### src/psf_pkg.sv
package psf_pkg;

   localparam int unsigned CLK_HZ     = 20_000_000;
   localparam int unsigned T_PH1_MS   = 100;
   localparam int unsigned T_EARLY_MS = 4;
   localparam int unsigned PH1_CYC    = T_PH1_MS * (CLK_HZ / 1000);
   localparam int unsigned EARLY_CYC  = T_EARLY_MS * (CLK_HZ / 1000);

   // internal clocks: 2 MHz = 1/10 of clk_sys, 2.67 MHz = 2/15 of clk_sys
   localparam logic [4:0] STEP_L = 5'h01;
   localparam logic [4:0] MOD_L  = 5'h0A;
   localparam logic [4:0] STEP_H = 5'h02;
   localparam logic [4:0] MOD_H  = 5'h0F;

   localparam logic [4:0]  BIT_L    = 5'h10;
   localparam logic [4:0]  BIT_H    = 5'h0E;
   localparam logic [4:0]  NB20     = 5'h19;
   localparam logic [4:0]  NB16     = 5'h15;
   localparam logic [10:0] FRAME_L  = 11'h190;
   localparam logic [10:0] FRAME_H  = 11'h15E;
   localparam logic [10:0] FRAME_16 = 11'h126;
   localparam logic [10:0] PER_L    = 11'h258;
   localparam logic [10:0] PER_H    = 11'h215;
   localparam logic [10:0] SLOT1    = 11'h070;
   localparam logic [10:0] SLOT2    = 11'h1EA;
   localparam logic [10:0] SLOT3    = 11'h389;
   localparam logic [10:0] ASYNC_AT = 11'h001;

   localparam logic [9:0] CODE_READY  = 10'h1E7;
   localparam logic [9:0] CODE_DEFECT = 10'h1F4;
   localparam logic [1:0] P3_LAST     = 2'h1;
   localparam logic [3:0] REV13       = 4'h4;
   localparam logic [3:0] REV21       = 4'h6;
   localparam logic [7:0] NBLK22      = 8'h10;
   localparam logic [7:0] NBLK32      = 8'h26;
   localparam logic [5:0] NIB_LAST22  = 6'h16;
   localparam logic [5:0] NIB_LAST32  = 6'h20;

   // register indices; byte address is four times the index
   localparam logic [4:0] IDX_LOT0  = 5'h02;
   localparam logic [4:0] IDX_LOT1  = 5'h03;
   localparam logic [4:0] IDX_LOT2  = 5'h04;
   localparam logic [4:0] IDX_DATE0 = 5'h0C;
   localparam logic [4:0] IDX_DATE1 = 5'h0D;
   localparam logic [4:0] IDX_TYPE  = 5'h0E;
   localparam logic [4:0] IDX_PARAM = 5'h0F;
   localparam logic [4:0] IDX_SCODE = 5'h10;
   localparam logic [4:0] IDX_VCODE = 5'h11;
   localparam logic [4:0] IDX_REP   = 5'h12;
   localparam logic [4:0] IDX_MFR   = 5'h1E;
   localparam logic [5:0] IDX_NVM_LAST = 6'h1F;
   localparam logic [5:0] IDX_CTL   = 6'h20;
   localparam logic [5:0] IDX_RUN   = 6'h21;
   localparam logic [5:0] IDX_STAT  = 6'h22;

   localparam int unsigned CTL_MODE_LSB = 0;
   localparam int unsigned CTL_SLOT_LSB = 2;
   localparam int unsigned CTL_B32      = 5;
   localparam int unsigned CTL_REV21    = 6;
   localparam logic [7:0]  CTL_RST      = 8'h06;

   localparam logic [1:0] RESP_OKAY   = 2'h0;
   localparam logic [1:0] RESP_SLVERR = 2'h2;

   typedef enum logic [1:0] {PH_SILENT, PH_IDENT, PH_STATUS, PH_RUN} psf_phase_e;
   typedef enum logic [1:0] {MD_ASYNC_L, MD_ASYNC_H, MD_SYNC_20, MD_SYNC_16} psf_mode_e;

   typedef struct packed {
      psf_phase_e      ph;
      logic [21:0]     p1c;
      logic [3:0]      acc;
      logic [10:0]     tc;
      logic            sent;
      logic            busy;
      logic [4:0]      bt;
      logic [4:0]      bi;
      logic [24:0]     fr;
      logic            lvl;
      logic [5:0]      nib;
      logic [1:0]      rep;
      logic            isid;
      logic [1:0]      p3c;
      logic            dfc;
      logic [2:0]      fc;
      logic            sprev;
      logic            awv;
      logic [7:0]      awa;
      logic            wv;
      logic [31:0]     wd;
      logic [3:0]      ws;
      logic            bv;
      logic [1:0]      br;
      logic            awr;
      logic            wr;
      logic            arr;
      logic            rv;
      logic [31:0]     rd;
      logic [1:0]      rr;
      logic [31:0][7:0] nvm;
      logic [7:0]      ctl;
      logic [31:0]     run;
   } psf_state_s;

endpackage

### src/psf_frame_init.sv
// Operation
// - 20-bit three-slot sync mode: slot three starts 905 fast ticks after sync.
// - 16-bit three-slot mode keeps bit period and slot start instants of 20-bit.
// - 16-bit three-slot frame lasts 294 fast ticks.
// - async low speed: 16-tick bit, 400-tick frame, 600-tick period, slow clock.
// - async high speed: 14-tick bit, 350-tick frame, 533-tick period, fast clock.
// - every power-on or undervoltage reset runs three init phases before operation.
// - first init phase sends nothing for nominally 100 ms.
// - sync pulse at least 4 ms after power-on ends the first phase early.
// - init phases two and three send the same frame in every programmed slot.
// - 20-bit init frames: value on A15..A6, low bits, counter and error zero.
// - 20-bit frame: two start, three control, error, 16 data lsb first, C2 C1 C0.
// - 16-bit init frame: start, zero error, value on A14..A5, CRC.
// - healthy device sends ready code 0x1E7 in phase three.
// - faulty device sends defect code 0x1F4 in phase three until power off or undervoltage reset.
// - supply and gain_control_loop faults are reported only in run mode.
// - phase two alternates ID and data frames, each k times, k from index 0x12.
// - block-count nibbles read 0001 0000 for 22 blocks, 0010 0110 for 32.
// - identity nibbles come from nonvolatile bytes 0x1E, 0x0E, 0x02..0x04 and others.
// - after phase three: async sends continuously, sync sends per sync pulse.
// - async mode timing comes only from the device's own clock.
// - 20-bit three-slot mode: slots one and two start at 112 and 490 ticks.
// - a sync pulse during a transmission aborts it and restarts in the slots.
`timescale 1ns/10ps
module psf_frame_init
   import psf_pkg::*;
#(
   parameter int unsigned PH1_CYCLES   = PH1_CYC,
   parameter int unsigned EARLY_CYCLES = EARLY_CYC
) (
   input  wire logic        clk_sys,
   input  wire logic        rst_n,
   input  wire logic        sync_pulse,
   input  wire logic        uv_reset,
   input  wire logic        diag_fault,
   input  wire logic        supply_fault,
   output logic             tx_level,
   output logic             tx_active,
   output logic [1:0]       init_phase,
   output logic             sensor_defect,
   input  wire logic [7:0]  s_axi_awaddr,
   input  wire logic        s_axi_awvalid,
   output logic             s_axi_awready,
   input  wire logic [31:0] s_axi_wdata,
   input  wire logic [3:0]  s_axi_wstrb,
   input  wire logic        s_axi_wvalid,
   output logic             s_axi_wready,
   output logic [1:0]       s_axi_bresp,
   output logic             s_axi_bvalid,
   input  wire logic        s_axi_bready,
   input  wire logic [7:0]  s_axi_araddr,
   input  wire logic        s_axi_arvalid,
   output logic             s_axi_arready,
   output logic [31:0]      s_axi_rdata,
   output logic [1:0]       s_axi_rresp,
   output logic             s_axi_rvalid,
   input  wire logic        s_axi_rready
);

   initial begin
      if (PH1_CYCLES < 2 || PH1_CYCLES > 32'h003F_FFFF || EARLY_CYCLES >= PH1_CYCLES) begin
         $error("psf_frame_init: phase-one counts out of range");
      end
   end

   psf_state_s s;
   psf_state_s n;
   psf_mode_e  mode;
   logic       is_sync;
   logic       is16;
   logic       low;
   logic [4:0] blen;
   logic [4:0] nb_m1;
   logic [4:0] acc_sum;
   logic       tick;
   logic       sync_edge;
   logic       wrap;
   logic       cyc_ev;
   logic       start_ev;
   logic [9:0] v10;
   logic [15:0] a16;
   logic       e0;
   logic [2:0] fcv;
   logic [5:0] widx;
   logic [10:0] ftk;

   function automatic logic [10:0] slot_at(input int i);
      case (i)
         0:       slot_at = SLOT1;
         1:       slot_at = SLOT2;
         default: slot_at = SLOT3;
      endcase
   endfunction

   function automatic logic reg_ok(input logic [5:0] idx);
      reg_ok = (idx != 6'h00) && (idx <= IDX_STAT);
   endfunction

   // send order from bit 0: S1 S2, payload lsb first, then C2 C1 C0
   function automatic logic [24:0] frame_fn(input logic f16, input logic [2:0] fc,
                                            input logic err, input logic [15:0] a);
      logic [19:0] p;
      logic [2:0]  c;
      logic        fb;
      p = f16 ? {4'h0, a[14:0], err} : {a, err, fc};
      c = 3'b111;
      for (int i = 0; i < 20; i++) begin
         if (!f16 || i < 16) begin
            fb = c[2] ^ p[i];
            c  = {c[1], c[0] ^ fb, fb};
         end
      end
      frame_fn = f16 ? {4'h0, c[0], c[1], c[2], p[15:0], 2'b00}
                     : {c[0], c[1], c[2], p, 2'b00};
   endfunction

   function automatic logic [3:0] nib_fn(input psf_state_s st);
      logic       b32;
      b32 = st.ctl[CTL_B32];
      case (st.nib)
         6'h01:   nib_fn = st.ctl[CTL_REV21] ? REV21 : REV13;
         6'h02:   nib_fn = b32 ? NBLK32[7:4] : NBLK22[7:4];
         6'h03:   nib_fn = b32 ? NBLK32[3:0] : NBLK22[3:0];
         6'h04:   nib_fn = st.nvm[IDX_MFR][7:4];
         6'h05:   nib_fn = st.nvm[IDX_MFR][3:0];
         6'h06:   nib_fn = st.nvm[IDX_TYPE][7:4];
         6'h07:   nib_fn = st.nvm[IDX_TYPE][3:0];
         6'h08:   nib_fn = st.nvm[IDX_PARAM][7:4];
         6'h09:   nib_fn = st.nvm[IDX_PARAM][3:0];
         6'h0A:   nib_fn = st.nvm[IDX_SCODE][7:4];
         6'h0B:   nib_fn = st.nvm[IDX_SCODE][3:0];
         6'h0C:   nib_fn = st.nvm[IDX_VCODE][3:0];
         6'h0D:   nib_fn = st.nvm[IDX_DATE0][7:4];
         6'h0E:   nib_fn = st.nvm[IDX_DATE0][3:0];
         6'h0F:   nib_fn = st.nvm[IDX_DATE1][7:4];
         6'h10:   nib_fn = st.nvm[IDX_DATE1][3:0];
         6'h11:   nib_fn = st.nvm[IDX_LOT0][7:4];
         6'h12:   nib_fn = st.nvm[IDX_LOT0][3:0];
         6'h13:   nib_fn = st.nvm[IDX_LOT1][7:4];
         6'h14:   nib_fn = st.nvm[IDX_LOT1][3:0];
         6'h15:   nib_fn = st.nvm[IDX_LOT2][7:4];
         6'h16:   nib_fn = st.nvm[IDX_LOT2][3:0];
         default: nib_fn = 4'h0;
      endcase
   endfunction

   function automatic logic [31:0] rd_fn(input psf_state_s st, input logic [5:0] idx);
      if (idx != 6'h00 && idx <= IDX_NVM_LAST) begin
         rd_fn = {24'h000000, st.nvm[idx[4:0]]};
      end else if (idx == IDX_CTL) begin
         rd_fn = {24'h000000, st.ctl};
      end else if (idx == IDX_RUN) begin
         rd_fn = st.run;
      end else if (idx == IDX_STAT) begin
         rd_fn = {25'h0000000, st.fc, st.dfc, st.busy, st.ph};
      end else begin
         rd_fn = 32'h00000000;
      end
   endfunction

   always_comb begin
      n        = s;
      mode     = psf_mode_e'(s.ctl[CTL_MODE_LSB +: 2]);
      is_sync  = (mode == MD_SYNC_20) || (mode == MD_SYNC_16);
      is16     = (mode == MD_SYNC_16);
      low      = (mode == MD_ASYNC_L);
      blen     = low ? BIT_L : BIT_H;
      nb_m1    = is16 ? NB16 - 5'h01 : NB20 - 5'h01;
      // fractional divider: no drift, jitter of one clk_sys period per tick
      acc_sum  = {1'b0, s.acc} + (low ? STEP_L : STEP_H);
      tick     = acc_sum >= (low ? MOD_L : MOD_H);
      n.acc    = tick ? 4'(acc_sum - (low ? MOD_L : MOD_H)) : acc_sum[3:0];
      sync_edge = is_sync && sync_pulse && !s.sprev;
      n.sprev  = sync_pulse;
      // no spacing check on sync: controller keeps the minimum gap
      wrap     = !is_sync && tick && (s.tc >= (low ? PER_L : PER_H) - 11'h001);
      cyc_ev   = sync_edge || wrap;
      if (cyc_ev) begin
         n.tc = 11'h000;
      end else if (tick && s.tc != 11'h7FF) begin
         n.tc = s.tc + 11'h001;
      end

      start_ev = 1'b0;
      if (tick && s.ph != PH_SILENT) begin
         if (is_sync) begin
            for (int i = 0; i < 3; i++) begin
               if (s.ctl[CTL_SLOT_LSB + i] && n.tc == slot_at(i)) begin
                  start_ev = 1'b1;
               end
            end
         end else begin
            start_ev = (n.tc == ASYNC_AT);
         end
      end

      // sequence steps once per cycle, so every slot of an init-phase cycle carries the same word
      if (cyc_ev) begin
         n.sent = 1'b0;
         if (s.sent) begin
            case (s.ph)
               PH_IDENT: begin
                  if (s.rep == s.nvm[IDX_REP][1:0]) begin
                     n.rep  = 2'h0;
                     n.isid = !s.isid;
                     if (!s.isid) begin
                        if (s.nib == (s.ctl[CTL_B32] ? NIB_LAST32 : NIB_LAST22)) begin
                           n.ph  = PH_STATUS;
                           n.p3c = 2'h0;
                        end else begin
                           n.nib = s.nib + 6'h01;
                        end
                     end
                  end else begin
                     n.rep = s.rep + 2'h1;
                  end
               end
               PH_STATUS: begin
                  if (!s.dfc) begin
                     if (s.p3c == P3_LAST) begin
                        n.ph = PH_RUN;
                     end else begin
                        n.p3c = s.p3c + 2'h1;
                     end
                  end
               end
               default: ;
            endcase
         end
      end

      if (s.ph == PH_SILENT) begin
         if (s.p1c != 22'h3FFFFF) begin
            n.p1c = s.p1c + 22'h000001;
         end
         if (s.p1c >= 22'(PH1_CYCLES - 1) ||
             (sync_edge && s.p1c >= 22'(EARLY_CYCLES))) begin
            n.ph   = PH_IDENT;
            n.nib  = 6'h01;
            n.isid = 1'b1;
            n.rep  = 2'h0;
            n.sent = 1'b0;
         end
      end

      case (s.ph)
         PH_IDENT:  v10 = s.isid ? {4'h0, s.nib} : {6'h00, nib_fn(s)};
         PH_STATUS: v10 = s.dfc ? CODE_DEFECT : CODE_READY;
         default:   v10 = CODE_DEFECT;
      endcase
      a16 = is16 ? {1'b0, v10, 5'h00} : {v10, 6'h00};
      e0  = 1'b0;
      fcv = 3'h0;
      if (s.ph == PH_RUN) begin
         fcv = s.fc;
         if (s.dfc) begin
            a16 = is16 ? {6'h00, v10} : {v10, 6'h00};
            e0  = 1'b1;
         end else begin
            a16 = s.sent ? s.run[31:16] : s.run[15:0];
            e0  = supply_fault;
         end
      end

      if (start_ev) begin
         n.busy = 1'b1;
         n.bt   = 5'h00;
         n.bi   = 5'h00;
         n.fr   = frame_fn(is16, fcv, e0, a16);
         n.sent = 1'b1;
         if (s.ph == PH_RUN) begin
            n.fc = s.fc + 3'h1;
         end
      end else if (s.busy && tick) begin
         if (s.bt == blen - 5'h01) begin
            n.bt = 5'h00;
            if (s.bi == nb_m1) begin
               n.busy = 1'b0;
            end else begin
               n.bi = s.bi + 5'h01;
            end
         end else begin
            n.bt = s.bt + 5'h01;
         end
      end
      if (sync_edge) begin
         n.busy = 1'b0;
      end
      if (uv_reset) begin
         n.ph   = PH_SILENT;
         n.p1c  = 22'h000000;
         n.busy = 1'b0;
         n.sent = 1'b0;
         n.dfc  = 1'b0;
         n.fc   = 3'h0;
         n.tc   = 11'h000;
      end
      // set wins over the undervoltage clear so a fault in that cycle is kept
      if (diag_fault) begin
         n.dfc = 1'b1;
      end
      // manchester: a zero is low then high
      n.lvl = n.busy && ((n.bt < (blen >> 1)) ? n.fr[n.bi] : !n.fr[n.bi]);

      if (s.bv && s_axi_bready) begin
         n.bv = 1'b0;
      end
      if (s_axi_awvalid && s.awr) begin
         n.awv = 1'b1;
         n.awa = s_axi_awaddr;
      end
      if (s_axi_wvalid && s.wr) begin
         n.wv = 1'b1;
         n.wd = s_axi_wdata;
         n.ws = s_axi_wstrb;
      end
      widx = s.awa[7:2];
      if (s.awv && s.wv && !s.bv) begin
         n.awv = 1'b0;
         n.wv  = 1'b0;
         n.bv  = 1'b1;
         n.br  = reg_ok(widx) ? RESP_OKAY : RESP_SLVERR;
         if (widx != 6'h00 && widx <= IDX_NVM_LAST && s.ws[0]) begin
            n.nvm[widx[4:0]] = s.wd[7:0];
         end
         if (widx == IDX_CTL && s.ws[0]) begin
            n.ctl = s.wd[7:0];
         end
         if (widx == IDX_RUN) begin
            for (int b = 0; b < 4; b++) begin
               if (s.ws[b]) begin
                  n.run[8*b +: 8] = s.wd[8*b +: 8];
               end
            end
         end
      end
      if (s_axi_arvalid && s.arr) begin
         n.rv = 1'b1;
         n.rd = rd_fn(s, s_axi_araddr[7:2]);
         n.rr = reg_ok(s_axi_araddr[7:2]) ? RESP_OKAY : RESP_SLVERR;
      end else if (s.rv && s_axi_rready) begin
         n.rv = 1'b0;
      end
      // ready is registered from the next state, so a slot frees on the same edge that the response drains
      n.awr = !n.awv && !n.bv;
      n.wr  = !n.wv && !n.bv;
      n.arr = !n.rv;
   end

   always_ff @(posedge clk_sys or negedge rst_n) begin
      if (!rst_n) begin
         s     <= '0;
         s.ctl <= CTL_RST;
      end else begin
         s <= n;
      end
   end

   assign tx_level      = s.lvl;
   assign tx_active     = s.busy;
   assign init_phase    = s.ph;
   assign sensor_defect = s.dfc;
   assign s_axi_awready = s.awr;
   assign s_axi_wready  = s.wr;
   assign s_axi_bvalid  = s.bv;
   assign s_axi_bresp   = s.br;
   assign s_axi_arready = s.arr;
   assign s_axi_rvalid  = s.rv;
   assign s_axi_rdata   = s.rd;
   assign s_axi_rresp   = s.rr;

   always_ff @(posedge clk_sys or negedge rst_n) begin
      if (!rst_n) begin
         ftk <= 11'h000;
      end else if (start_ev) begin
         ftk <= 11'h000;
      end else if (s.busy && tick) begin
         ftk <= ftk + 11'h001;
      end
   end
endmodule // psf_frame_init

### config.mk
export PLATFORM = sky130hd
export DESIGN_NAME = psf_frame_init
export DESIGN_NICKNAME = d
export VERILOG_FILES = /design/src/psf_pkg.sv /design/src/psf_frame_init.sv
export SDC_FILE = /design/constraint.sdc
export NUM_CORES = 1
export LEC_CHECK = 0
export ABC_AREA = 1
export ABC_CLOCK_PERIOD_IN_PS = 8800
export BUFFER_PORTS_ARGS = -buffer_cell sky130_fd_sc_hd__buf_2
export CAP_MARGIN = 5
export CORE_UTILIZATION = 30
export DETAILED_ROUTE_END_ITERATION = 12
export PLACE_DENSITY = 0.5
export SLEW_MARGIN = 20
export SYNTH_ARGS = -nofsm -noshare
export SYNTH_HDL_FRONTEND = slang
export SYNTH_SLANG_ARGS = --single-unit
### constraint.sdc
create_clock -name clk_sys -period 8.8 [get_ports clk_sys]
set_input_delay 0.88 -clock clk_sys [delete_from_list [all_inputs] [get_ports clk_sys]]
set_output_delay 0.88 -clock clk_sys [all_outputs]
set_load 0.05 [all_outputs]
==> results.cfg <==
[cts]
hold_buffers = 0
clock-root-buffer = clkbuf_16
cts_resized = 0
clk_path_buf_depth = 3
post_cts_buffers = 0
cts_tree = built
clk_pin_slew_ps = 60
cts.sinks = 472
numCtsBuffers = 53
h-tree-depth = 2
clkLatencyLatePin_ps = 650

[power]
p_int_mw = 4.47
sw_frac_of_total_pct = 37.5
comb_power_share_pct = 28.7
p_sw_mw = 2.68
p_leak_nw = 12.3
pwr-share-clk_pct = 31.2
power_frac_seq_pct = 40.1
vdd_drop_max_uv = 196
power.density_nw_per_um2 = 265

[placement]
placed_area_sq_um = 25300
hpwl_microns = 52200
finalWeightedCongestion = 0.934
portBuffers = 102
post-place-cells = 4060

[synth]
netlist-cell-type-count = 55
synth-edff-count = 0
synth_area_sq_um = 24300
syn_inst = 3088
yosysWarningCount = 0
async_flop_share_pct = 100
synth_ff_type = dfrtp_1
seq_area_frac_synth_pct = 48.7
ys_ff_latch = 472
syn_area_per_cell_sq_um = 7.86

[global_route]
antenna_found_initial = 0
grt_pass1_vias = 19773
grt-ovfl-total = 0
grtUsageTotal_pct = 18.8
grt_max_degree = 166
grt_pass1_wl_microns = 121000

[cells_and_area]
mostFrequentLayoutCell = nand2_1
fin_area_sq_um = 27000
drive_above_1_share_pct = 8.99
syn2layout_area_growth_pct = 11.4
final_nets = 3157
final_util_pct = 34.0
final_cells = 4154
layout_common_cells = 778 x nand2_1, 552 x o21ai_0, 470 x dfrtp_1, 234 x inv_1, 223 x nor2_1

[setup_path]
cp_num_buf_inv = 7
r2r_start = mode[0]$_DFFE_PN0P_
worstPathRequired_ps = 9360
critPathCaptureType = flop
cpMaxStageDelayCell = inv_1
r2r_slack_ps = 2270
start_kind = flop
cp_max_fo = 14
worstPathArrival_ps = 7090
path_class = flop to flop
crit_path_frequent_cell = nand2_1
r2r-end = tx_level$_DFF_PN0_
max_stage_delay_ps = 480
r2r_cells = 39
path_delay_family = simple AND/OR/NAND/NOR gates

[timing]
fin_skew_ps = 51.3
tightestPinTransition_ps = 981
grt_setup_unrepaired = no
whs_ps = 257
setup_viol = 0
slew_violations = 0
finalSetupTns_ps = 0
hold_viol = 0
fmax_mhz = 153
period_needed_ps = 6530
finalCritPeriodShare_pct = 74.2
max_slew_margin_pct = 34.6

[route]
highest_layer = met4
wire_per_inst_microns = 18.6
drc_errors = 0
wirelength_microns = 77400
wl_met3_microns = 3630
antenna_left = 0
drtIter0Drc = 2013
via_per_inst = 5.02
wl_met1_microns = 37500
via_count = 20871
detail_route.first_pass.iterations = 8
wl_met2_microns = 34900

[floorplan]
dieHeight_microns = 286
start_util_pct = 30.5
rows = 103
die_area_sq_um = 82100
die_x_microns = 286
core_sq_um = 79500
ios = 109

[flow_run]
drv_cap = 0

[worst_hold_path]
hp-class = input pin to async pin

[outcome]
outcome = complete, no violations
[power groups by stage]
stage | sequential [mW] | clock [mW] | combinational, mW
after CTS | 2.86 | 2.28 | 2.07
after global routing | 2.91 | 2.37 | 2.34
after detailed placement | 2.90 | 0 | 2.06
after floorplan | 2.81 | 0 | 1.44
final | 2.87 | 2.23 | 2.05
after global placement | 2.89 | 0 | 2.04
[state kept, by name, summed over array words and instances, names as in the netlist]
| name | count |
|---|---|
| tx_level | 1 |
| s_axi_rvalid | 1 |
| s_axi_bresp | 1 |
| s_axi_arready | 1 |
| s_axi_rdata | 32 |
| init_phase | 2 |
| s | 426 |
| mode | 2 |
| sensor_defect | 1 |
| s_axi_rresp | 1 |
| tx_active | 1 |
| s_axi_bvalid | 1 |
| s_axi_wready | 1 |
| s_axi_awready | 1 |
[logic make-up after synthesis]
family / Yosys count / synth area share [%]
and+or+nand+nor: 1344 / 23.5
AOI/OAI and AO/OA: 760 / 17.2
DFF: 472 / 48.7
buffers and inverters: 459 / 8.25
adders and majority gates: 29 / 1.53
xor gates and xnor gates: 22 / 0.794
other: 1 / 0.0154
muxes: 1 / 0.0412
[synthesized netlist by cell type (15+ instances only)]
cell | instances | area (sq um)
a21oi_1 | 69 | 345
a221oi_1 | 17 | 149
a22oi_1 | 33 | 248
buf_4 | 48 | 360
clkbuf_1 | 137 | 514
dfrtp_1 | 470 | 11800
ha_1 | 28 | 350
inv_1 | 238 | 893
nand2_1 | 778 | 2920
nand2_2 | 22 | 138
nand3_1 | 174 | 871
nand4_1 | 57 | 357
nor2_1 | 225 | 845
nor3_1 | 35 | 175
o211ai_1 | 41 | 308
o21ai_0 | 552 | 2760
xor2_1 | 15 | 131
[layer usage]
metal  track usage, %  vias to the layer above
li1                 -                    10208
met1             27.9                    10087
met2             29.3                      486
met3             2.11                       90
met4             4.37                        0
met5                0                        -
[stage by stage]
stage / setup slack, ps / total power [mW]
6_report: 2270 / 7.15
5_1_grt: 1240 / 7.62
4_1_cts: 2240 / 7.21
3_5_place_dp: 2300 / 4.96
3_3_place_gp: 2350 / 4.93
2_1_floorplan: 3390 / 4.25
[cell type report]
class / instances / area (sq um)
Sequential cell: 472 / 11800
Antenna cell: 1 / 2.50
Fill cell: 8483 / 52500
Clock buffer: 79 / 1550
Tap cell: 1050 / 1310
Multi-Input combinational cell: 2158 / 10500
Timing Repair Buffer: 128 / 741
Inverter: 252 / 948
Clock inverter: 14 / 180
[how the worst max path moves through the flow]
stage,end,from,cells past startpoint,slack [ps]
finish,tx_level$_DFF_PN0_,mode[0]$_DFFE_PN0P_,39,2270
global route,tx_level$_DFF_PN0_,mode[0]$_DFFE_PN0P_,39,1240
CTS,tx_level$_DFF_PN0_,mode[0]$_DFFE_PN0P_,39,2240
detailed placement,tx_level$_DFF_PN0_,mode[0]$_DFFE_PN0P_,38,2300
global placement,tx_level$_DFF_PN0_,mode[0]$_DFFE_PN0P_,39,2350
floorplan,tx_level$_DFF_PN0_,mode[1]$_DFFE_PN1P_,39,3390
Power figures use the tool's default switching activity.
